===== src/rtl/supply_regs_defs.vh =====
/*
 * Constants of the supply register bank: register addresses, function
 * and exception codes, status bit positions, reset values and limits.
 * Assumes it is included by bare name from the bank's design file.
 */
`ifndef SUPPLY_REGS_DEFS_VH
`define SUPPLY_REGS_DEFS_VH

// Function codes
`define FC_READ        8'h03
`define FC_WRITE_ONE   8'h06
`define FC_WRITE_MANY  8'h10

// Exception codes
`define EXC_NONE       8'h00
`define EXC_FUNC       8'h01
`define EXC_ADDR       8'h02
`define EXC_VALUE      8'h03

// Register addresses
`define A_STATUS       16'h10D0
`define A_OUT_WR       16'h10F0
`define A_OUT_RD       16'h1100
`define A_MEAS_CURR    16'h2010
`define A_MEAS_VOLT    16'h2020
`define A_MEAS_PWR     16'h2030
`define A_CURR_WR      16'h3010
`define A_CURR_RD      16'h3020
`define A_VOLT_WR      16'h3030
`define A_VOLT_RD      16'h3040
`define A_PWR_WR       16'h3050
`define A_PWR_RD       16'h3060
`define A_TRIP_WR      16'h4010
`define A_TRIP_RD      16'h4020

// Register counts
`define CNT_ONE        16'h0001
`define CNT_TWO        16'h0002
`define CNT_STATUS     16'h0004

// Status word bit positions
`define SB_STANDBY     0
`define SB_LIVE        1
`define SB_CURR_TRIP   4
`define SB_SENSE_LOST  7
`define SB_LIN_OVERPWR 10
`define SB_RES_OVERPWR 11
`define SB_BOOT_FAIL   12
`define SB_BOOT_WAIT   13
`define SB_CURR_RATING 16
`define SB_VOLT_RATING 17
`define SB_AUX_FUSE    19
`define SB_REG_LOST    29
`define SB_UPDATING    30
`define SB_PHASE_MISS  32
`define SB_INPUT_FUSE  33
`define SB_FAN_STALL   34
`define SB_PWR_HOT     36
`define SB_FILTER_HOT  37
`define SB_XFMR_HOT    39

// Output enable values
`define OUT_OFF        16'h0000
`define OUT_ON         16'h0001

// Symbolic set-point values
`define SYM_MAX        32'hFFFF_FFFF
`define SYM_MIN        32'hFFFF_FFFE

// Float limits and reset values
`define FLT_ZERO       32'h0000_0000
`define FLT_INF        32'h7F80_0000
`define CURR_MAX       32'h4348_0000
`define VOLT_MAX       32'h447A_0000
`define PWR_MAX        32'h469C_4000
`define TRIP_MAX       32'h4370_0000

// Over-limit samples before a trip
`define TRIP_SAMPLES   3'h3

`endif


===== src/rtl/supply_regs.v =====
/*
 * Register bank of a programmable DC supply seen as a Modbus slave.
 * Assumes a link layer on clk_sys_i that strips framing and CRC, hands
 * over one decoded request at a time and takes register-wide answers.
 * Status flags, measurements and sample_i come from logic on the same
 * clock, so none of them is synchronised here.
 */
// What this block does
// - Status word is 64 bits; bit 0 standby, bit 1 output live.
// - Status bit 7 set while remote sense voltage is out of bounds.
// - Bit 10 linear module overpower, bit 11 resistor overpower.
// - Bit 12 target boot failed, bit 13 target still waiting to boot.
// - Bit 16 terminal current over rating, bit 17 voltage over rating.
// - Bit 19 auxiliary supply fuse blown, bit 33 input filter fuse.
// - Bit 29 out of regulation from unexpected currents.
// - Bit 32 input phase missing, bit 34 fan rotor locked.
// - Overheat bits: 36 power stage, 37 output filter, 39 transformer.
// - Bit 30 while controller updates other internal targets.
// - Single-register write 0x10F0, code 0x06: 1 on, 0 off.
// - Read 0x1100 gives 1 when processing power with no current trip, else 0.
// - Two-register read 0x2010, code 0x03: average current float.
// - Read 0x2020 gives voltage; sense terminals when remote sensing.
// - Read 0x2030 gives average terminal power float.
// - Current target written at 0x3010, code 0x10; read at 0x3020.
// - Voltage target written at 0x3030, read back at 0x3040.
// - Power target written at 0x3050, read back at 0x3060.
// - Targets accept zero to maximum, or symbolic minimum or maximum.
// - Trip limit 0x4010/0x4020; repeated overcurrent disables output.
// - Status is live and unlatched except bit 4, the held trip flag; reading clears nothing.
// - Status word read at 0x10D0 as four registers, code 0x03.
`include "supply_regs_defs.vh"

module supply_regs
(
  input  wire        clk_sys_i,
  input  wire        arst_n_i,
  // Decoded request from the link layer
  input  wire        req_valid_i,
  input  wire [7:0]  req_func_i,
  input  wire [15:0] req_addr_i,
  input  wire [15:0] req_count_i,
  input  wire [31:0] req_data_i,
  output reg         req_ready_o,
  // Answer, one register per beat
  output reg         rsp_valid_o,
  output reg  [15:0] rsp_data_o,
  output reg         rsp_last_o,
  output reg  [7:0]  rsp_exc_o,
  // Power stage state and measurements
  input  wire        power_active_i,
  input  wire        sense_remote_i,
  input  wire        sample_i,
  input  wire [31:0] meas_current_i,
  input  wire [31:0] meas_voltage_i,
  input  wire [31:0] sense_voltage_i,
  input  wire [31:0] meas_power_i,
  // Live condition flags
  input  wire        sense_line_lost_i,
  input  wire        linear_module_overpower_i,
  input  wire        resistor_overpower_i,
  input  wire        target_start_failed_i,
  input  wire        target_start_pending_i,
  input  wire        terminal_current_over_rating_i,
  input  wire        terminal_voltage_over_rating_i,
  input  wire        aux_supply_fuse_open_i,
  input  wire        regulation_lost_i,
  input  wire        subtarget_update_running_i,
  input  wire        input_phase_missing_i,
  input  wire        input_filter_fuse_open_i,
  input  wire        fan_stalled_i,
  input  wire        power_stage_overheat_i,
  input  wire        output_filter_overheat_i,
  input  wire        transformer_overheat_i,
  // Controls to the regulator
  output reg         output_enable_o,
  output reg  [31:0] current_target_o,
  output reg  [31:0] voltage_target_o,
  output reg  [31:0] power_target_o,
  output reg         current_trip_fault_o
);

  localparam S_IDLE = 1'b0;
  localparam S_SEND = 1'b1;

  reg        state_q;
  reg [63:0] shift_q;
  reg [2:0]  beats_q;
  reg [7:0]  exc_q;
  reg [31:0] trip_limit_q;
  reg [2:0]  over_cnt_q;

  // Positive float above limit; negative readings never exceed
  function flt_gt;
    input [31:0] a;
    input [31:0] b;
    begin
      flt_gt = !a[31] && (b[31] || (a[30:0] > b[30:0]));
    end
  endfunction

  // Range check for a written target, symbolic codes let through
  function tgt_ok;
    input [31:0] v;
    input [31:0] max;
    begin
      tgt_ok = (v == `SYM_MAX) || (v == `SYM_MIN) ||
               (!v[31] && !flt_gt(v, max));
    end
  endfunction

  // Resolve symbolic minimum and maximum to stored values
  function [31:0] tgt_val;
    input [31:0] v;
    input [31:0] max;
    begin
      if (v == `SYM_MAX)
        tgt_val = max;
      else if (v == `SYM_MIN)
        tgt_val = `FLT_ZERO;
      else
        tgt_val = v;
    end
  endfunction

  // Live status word; positions not driven stay zero
  reg [63:0] status_w;
  always @*
  begin
    status_w = 64'h0000_0000_0000_0000;
    status_w[`SB_STANDBY]     = !power_active_i;
    status_w[`SB_LIVE]        = power_active_i;
    status_w[`SB_CURR_TRIP]   = current_trip_fault_o;
    status_w[`SB_SENSE_LOST]  = sense_line_lost_i;
    status_w[`SB_LIN_OVERPWR] = linear_module_overpower_i;
    status_w[`SB_RES_OVERPWR] = resistor_overpower_i;
    status_w[`SB_BOOT_FAIL]   = target_start_failed_i;
    status_w[`SB_BOOT_WAIT]   = target_start_pending_i;
    status_w[`SB_CURR_RATING] = terminal_current_over_rating_i;
    status_w[`SB_VOLT_RATING] = terminal_voltage_over_rating_i;
    status_w[`SB_AUX_FUSE]    = aux_supply_fuse_open_i;
    status_w[`SB_INPUT_FUSE]  = input_filter_fuse_open_i;
    status_w[`SB_REG_LOST]    = regulation_lost_i;
    status_w[`SB_PHASE_MISS]  = input_phase_missing_i;
    status_w[`SB_FAN_STALL]   = fan_stalled_i;
    status_w[`SB_PWR_HOT]     = power_stage_overheat_i;
    status_w[`SB_FILTER_HOT]  = output_filter_overheat_i;
    status_w[`SB_XFMR_HOT]    = transformer_overheat_i;
    status_w[`SB_UPDATING]    = subtarget_update_running_i;
  end

  // Request decode: answer image, beat count and exception code
  reg [63:0] img_w;
  reg [2:0]  nbeat_w;
  reg [7:0]  exc_w;
  reg        wr_out_w;
  reg        wr_curr_w;
  reg        wr_volt_w;
  reg        wr_pwr_w;
  reg        wr_trip_w;
  reg [15:0] rd_cnt_w;
  always @*
  begin
    img_w     = 64'h0000_0000_0000_0000;
    nbeat_w   = 3'h1;
    exc_w     = `EXC_NONE;
    wr_out_w  = 1'b0;
    wr_curr_w = 1'b0;
    wr_volt_w = 1'b0;
    wr_pwr_w  = 1'b0;
    wr_trip_w = 1'b0;
    rd_cnt_w  = `CNT_TWO;
    case (req_func_i)
      `FC_READ:
      begin
        // Image is left aligned so the high register leaves first
        case (req_addr_i)
          `A_STATUS:
          begin
            img_w    = status_w;
            rd_cnt_w = `CNT_STATUS;
          end
          `A_OUT_RD:
          begin
            img_w[48] = power_active_i && !current_trip_fault_o;
            rd_cnt_w  = `CNT_ONE;
          end
          `A_MEAS_CURR: img_w[63:32] = meas_current_i;
          `A_MEAS_VOLT: img_w[63:32] = sense_remote_i ?
                          sense_voltage_i : meas_voltage_i;
          `A_MEAS_PWR:  img_w[63:32] = meas_power_i;
          `A_CURR_RD:   img_w[63:32] = current_target_o;
          `A_VOLT_RD:   img_w[63:32] = voltage_target_o;
          `A_PWR_RD:    img_w[63:32] = power_target_o;
          `A_TRIP_RD:   img_w[63:32] = trip_limit_q;
          default:      exc_w = `EXC_ADDR;
        endcase
        // Only the whole value is served, never a part of it
        if (exc_w == `EXC_NONE && req_count_i != rd_cnt_w)
          exc_w = `EXC_ADDR;
        if (exc_w == `EXC_NONE)
          nbeat_w = rd_cnt_w[2:0];
      end
      `FC_WRITE_ONE:
      begin
        if (req_addr_i != `A_OUT_WR)
          exc_w = `EXC_ADDR;
        else if (req_data_i[15:0] != `OUT_ON &&
                 req_data_i[15:0] != `OUT_OFF)
          exc_w = `EXC_VALUE;
        else
          wr_out_w = 1'b1;
      end
      `FC_WRITE_MANY:
      begin
        if (req_count_i != `CNT_TWO)
          exc_w = `EXC_ADDR;
        else
        begin
          // req_data_i[31:16] is the first, high register
          case (req_addr_i)
            `A_CURR_WR:
            begin
              wr_curr_w = tgt_ok(req_data_i, `CURR_MAX);
              exc_w = wr_curr_w ? `EXC_NONE : `EXC_VALUE;
            end
            `A_VOLT_WR:
            begin
              wr_volt_w = tgt_ok(req_data_i, `VOLT_MAX);
              exc_w = wr_volt_w ? `EXC_NONE : `EXC_VALUE;
            end
            `A_PWR_WR:
            begin
              wr_pwr_w = tgt_ok(req_data_i, `PWR_MAX);
              exc_w = wr_pwr_w ? `EXC_NONE : `EXC_VALUE;
            end
            `A_TRIP_WR:
            begin
              wr_trip_w = tgt_ok(req_data_i, `TRIP_MAX);
              exc_w = wr_trip_w ? `EXC_NONE : `EXC_VALUE;
            end
            default: exc_w = `EXC_ADDR;
          endcase
        end
      end
      default: exc_w = `EXC_FUNC;
    endcase
  end

  wire take_w = req_valid_i && req_ready_o;

  // Trip detection on consecutive over-limit samples
  wire over_w = flt_gt(meas_current_i, trip_limit_q);
  wire trip_w = sample_i && over_w &&
                (over_cnt_q == `TRIP_SAMPLES - 3'h1);

  always @(posedge clk_sys_i or negedge arst_n_i)
  begin
    if (!arst_n_i)
      over_cnt_q <= 3'h0;
    else if (sample_i)
    begin
      if (!over_w)
        over_cnt_q <= 3'h0;
      else if (over_cnt_q != `TRIP_SAMPLES)
        over_cnt_q <= over_cnt_q + 3'h1;
    end
  end

  // Output enable and trip flag; a trip in the same cycle beats a write
  always @(posedge clk_sys_i or negedge arst_n_i)
  begin
    if (!arst_n_i)
    begin
      output_enable_o      <= 1'b0;
      current_trip_fault_o <= 1'b0;
    end
    else if (trip_w)
    begin
      output_enable_o      <= 1'b0;
      current_trip_fault_o <= 1'b1;
    end
    else if (take_w && wr_out_w)
    begin
      output_enable_o <= req_data_i[0];
      // Switching on again is the acknowledgement of a trip
      if (req_data_i[0])
        current_trip_fault_o <= 1'b0;
    end
  end

  // Targets and trip limit; infinite limit never trips after reset
  always @(posedge clk_sys_i or negedge arst_n_i)
  begin
    if (!arst_n_i)
    begin
      current_target_o <= `FLT_ZERO;
      voltage_target_o <= `FLT_ZERO;
      power_target_o   <= `FLT_ZERO;
      trip_limit_q     <= `FLT_INF;
    end
    else if (take_w)
    begin
      if (wr_curr_w)
        current_target_o <= tgt_val(req_data_i, `CURR_MAX);
      if (wr_volt_w)
        voltage_target_o <= tgt_val(req_data_i, `VOLT_MAX);
      if (wr_pwr_w)
        power_target_o <= tgt_val(req_data_i, `PWR_MAX);
      if (wr_trip_w)
        trip_limit_q <= tgt_val(req_data_i, `TRIP_MAX);
    end
  end

  // Answer sequencer; the image is frozen at take so a multi-beat
  // value is coherent even if the source changes mid-answer
  always @(posedge clk_sys_i or negedge arst_n_i)
  begin
    if (!arst_n_i)
    begin
      state_q     <= S_IDLE;
      shift_q     <= 64'h0000_0000_0000_0000;
      beats_q     <= 3'h0;
      exc_q       <= `EXC_NONE;
      req_ready_o <= 1'b1;
      rsp_valid_o <= 1'b0;
      rsp_data_o  <= 16'h0000;
      rsp_last_o  <= 1'b0;
      rsp_exc_o   <= `EXC_NONE;
    end
    else
    begin
      case (state_q)
        S_IDLE:
        begin
          rsp_valid_o <= 1'b0;
          rsp_last_o  <= 1'b0;
          if (take_w)
          begin
            state_q     <= S_SEND;
            req_ready_o <= 1'b0;
            shift_q     <= img_w;
            beats_q     <= nbeat_w;
            exc_q       <= exc_w;
          end
        end
        S_SEND:
        begin
          rsp_valid_o <= 1'b1;
          rsp_data_o  <= shift_q[63:48];
          rsp_exc_o   <= exc_q;
          rsp_last_o  <= (beats_q == 3'h1);
          shift_q     <= {shift_q[47:0], 16'h0000};
          beats_q     <= beats_q - 3'h1;
          if (beats_q == 3'h1)
          begin
            state_q     <= S_IDLE;
            req_ready_o <= 1'b1;
          end
        end
        default:
        begin
          state_q     <= S_IDLE;
          req_ready_o <= 1'b1;
        end
      endcase
    end
  end

endmodule // supply_regs


===== config.mk =====
export PLATFORM = sky130hd
export DESIGN_NAME = supply_regs
export DESIGN_NICKNAME = d
export VERILOG_FILES = /design/src/rtl/supply_regs.v
export VERILOG_INCLUDE_DIRS = /design/src /design/src/rtl
export SDC_FILE = /design/constraint.sdc
export NUM_CORES = 1
export LEC_CHECK = 0
export BUFFER_PORTS_ARGS = -buffer_cell sky130_fd_sc_hd__buf_2
export CAP_MARGIN = 15
export CORE_UTILIZATION = 51
export CTS_CLUSTER_DIAMETER = 50
export CTS_CLUSTER_SIZE = 28
export DETAILED_ROUTE_END_ITERATION = 10
export PLACE_DENSITY = 0.91
export SYNTH_ARGS = -nofsm -noshare
export SYNTH_HDL_FRONTEND = slang
export SYNTH_SLANG_ARGS = --single-unit

===== constraint.sdc =====
create_clock -name clk_sys_i -period 2.6 [get_ports clk_sys_i]
set_input_delay 0.52 -clock clk_sys_i [delete_from_list [all_inputs] [get_ports clk_sys_i]]
set_output_delay 0.52 -clock clk_sys_i [all_outputs]
set_load 0.02 [all_outputs]

==> reports/metrics.cfg <==
[placed_design]
place_ws_ns=-0.396
gp_congestion=0.997
port_buffers=340
place_area_sq_um=13800
dp_hpwl_microns=32700

[worst_setup_path]
start_kind=register
reg2reg_slack_ns=0.06
critical_path.max_stage_delay_ns=0.55
cp_slowest_cell=dfstp_2
critPathArrivalTime_ns=3.00
timing_worst_setup_path_type=reg2reg
rr_worst_depth=8
worst-path-max-fanout=3
reg2reg_to=over_cnt_q[0]
end_kind=register
required_ns=3.06
path_cells=inv_1 -> ha_1 -> nand4_1 -> nor4_2 -> nor2b_2 -> o21ai_0 -> a311oi_2 -> mux2_2
r2r_start=trip_limit_q[24]

[routing]
wl_microns=43000
vias_per_cell=6.31
vias=11698
drc=0
drt_first_pass_iters=7
final_antenna_net_count=0
drtIter0Drc=1495
wl_per_cell_microns=23.2

[clock_tree]
clkTransAtPathRegs_ns=0.08
cts_root_buf=clkbuf_16
htree_levels=1
cts_sinks=210
cts_buffers=23
insertion_delay_ns=0.53
clock_path_buffers=3
cts_tree=done

[yosys]
synth_edf_count=0
synth_top_area_share_pct=44.9
synth_flop_cell=dfrtp_1
syn_area_per_cell_sq_um=9.46
synth_area_leader_cell=dfrtp_1
synth_area_leaders=dfrtp_1, nand2_1, a22oi_1
synth_seq_cells=210
synth_commonest_cells=nand2_1, dfrtp_1, a22oi_1
syn_area_sq_um=11200
yosysSeqAreaShare_pct=47.0
async_reset_ff_share_pct=100
yosys_warnings=0
yosysMostFrequentCell=nand2_1
synth_cell_types=66
postSynthCellCount=1186

[floorplan]
num_rows=53
initial_core_util_pct=52.7
die_height_microns=150
boundaryPins=347
coreArea_sq_um=21300
die_area_sq_um=22600
die_x_microns=150

[grt]
track_usage_pct=38.0
grt_pass1_wl_microns=64200
grt_pass1_vias=10954
grt.overflow.total=0
grt_max_degree=64
antenna_found_initial=0

[power]
swShare_pct=30.3
power_density_nw_per_um2=548
peakVddDrop_uv=418
p_comb_share_pct=15.7
leakage_nw=7.13
seq_power_share_pct=42.5
p_switching_mw=2.43
pwr-share-clk_pct=41.8
p_int_mw=5.58

[finish]
final_nets=1820
syn_to_final_growth_pct=30.5
nFillCells=1631
n_antenna_cell=0
register_area_sq_um=5270
utilization_pct=68.7
drive_above_1_share_pct=34.9
multi_input_area_sq_um=5490
design_area_sq_um=14600

[min_path]
hold_end=shift_q[29]
min-delay-start=regulation_lost_i
hold_class=in2reg
worstHoldPathCells=3

[timing]
worst_slew_pin_slew_ns=0.830
setup_violations=0
worst_slack_ns=0.0630
fin_skew_ns=0.0235
fin_crit_sh_pct=97.6
hold_viol=0
slew_headroom_pct=44.6
maxSlewViolCount=0
fmax_mhz=394
fin_setup_tns_ns=0
min_period_ns=2.54

[flow_run]
max_cap_viol_count=0

[outcome]
status=completed

critical path, delay by kind of cell (launching register included):
kind / cells / cell delay (ns)
AOI/OAI and AO/OA: 2 / 0.56
adders and majority gates: 1 / 0.29
buffers and inverters: 1 / 0.05
DFF: 1 / 0.55
muxes: 1 / 0.21
and+or+nand+nor: 3 / 0.81
sequential cells by signal (all words and copies together) (netlist names):
signal and flops:
current_trip_fault_o 1, rsp_data_o 16, current_target_o 32, rsp_last_o 1
over_cnt_q 3, rsp_exc_o 2, state_q 1, trip_limit_q 32
beats_q 3, power_target_o 32, exc_q 2, rsp_valid_o 1
req_ready_o 1, voltage_target_o 32, output_enable_o 1, shift_q 50
worst max path at each step:
| stage | from | to | slack, ns | cells after the start |
|---|---|---|---|---|
| after floorplan | req_addr_i[9] | trip_limit_q[10] | 0.005 | 8 |
| after global routing | trip_limit_q[30] | over_cnt_q[0] | -0.04 | 8 |
| after CTS | trip_limit_q[30] | over_cnt_q[0] | 0.03 | 8 |
| final | trip_limit_q[24] | over_cnt_q[0] | 0.06 | 8 |
| after global placement | req_addr_i[9] | shift_q[36] | -0.37 | 10 |
| after detailed placement | req_addr_i[9] | shift_q[36] | -0.40 | 10 |
layout make-up:
type,instances,area share (%)
Clock buffer,25,4.05
Clock inverter,17,1.33
Inverter,46,1.18
Multi-Input combinational cell,854,37.5
Sequential cell,210,36.0
Tap cell,275,2.35
Timing Repair Buffer,427,17.5
layout by cell type, fill, tap and decap left out, drive strengths merged, types with 4 or more instances in the layout:
master    netlist  routed
a22oi          83      83
a31oi          18      18
dfrtp         201     201
nand4          19      19
nand2         207     207
a22o           22      22
clkinv          0       4
nor3           20      20
a221oi         26      26
inv            46      55
o31ai           8       8
o21ai         149     149
nor2           32      32
and2            6       6
a222oi          6       6
a21oi           9       9
a221o          11      11
nor2b           6       6
conb            1       6
mux2           51      51
clkinvlp        0       4
or3             6       6
nand3          34      34
nor3b           4       4
clkbuf         58      26
and3            6       6
nand2b         13      13
nand4b          7       7
ha             36      36
buf            23     425
a21o            7       7
dfstp           9       9
nor4           21      21
power groups by stage:
stage | clock, mW | combinational, mW | sequential [mW]
6_report | 3.35 | 1.26 | 3.40
5_1_grt | 3.50 | 1.35 | 3.41
4_1_cts | 3.37 | 1.23 | 3.40
3_5_place_dp | 0 | 1.23 | 3.47
3_3_place_gp | 0 | 1.19 | 3.46
2_1_floorplan | 0 | 0.598 | 3.49
stage by stage:
step / power, mW / cells / hold WS (ns)
global placement: 4.65 / 1810 / 0.461
CTS: 8.00 / 1853 / 0.185
detailed placement: 4.69 / 1810 / 0.465
floorplan: 4.09 / 1191 / 0.224
global route: 8.26 / 1854 / 0.197
finish: 8.01 / 1854 / 0.194
routing by layer:
layer  wire length [microns]  GRT usage (%)
met4                    1170           10.3
met2                   19600           58.8
met3                    5650           11.1
met5                       0              0
met1                   16600           51.9
cells by family (layout without fill, tap and decap cells):
family / count (synthesis) / in the layout / share of synthesized area [%]
fa+ha+maj: 36 / 36 / 4.02
flops: 210 / 210 / 47.0
buf+inv: 127 / 515 / 4.79
simple gates: 394 / 394 / 16.9
compound gates: 364 / 364 / 21.9
mux: 52 / 52 / 5.21
xor+xnor: 2 / 2 / 0.156
other cells: 1 / 6 / 0.0334
repair_timing:
action,in CTS,in global routing
endpoints found under the setup margin,3,6
pin swaps,0,3
gates resized for setup,2,5
hold endpoints to repair,39,0
hold buffers,1,0
buffers inserted,0,1
Power figures use the tool's default switching activity.
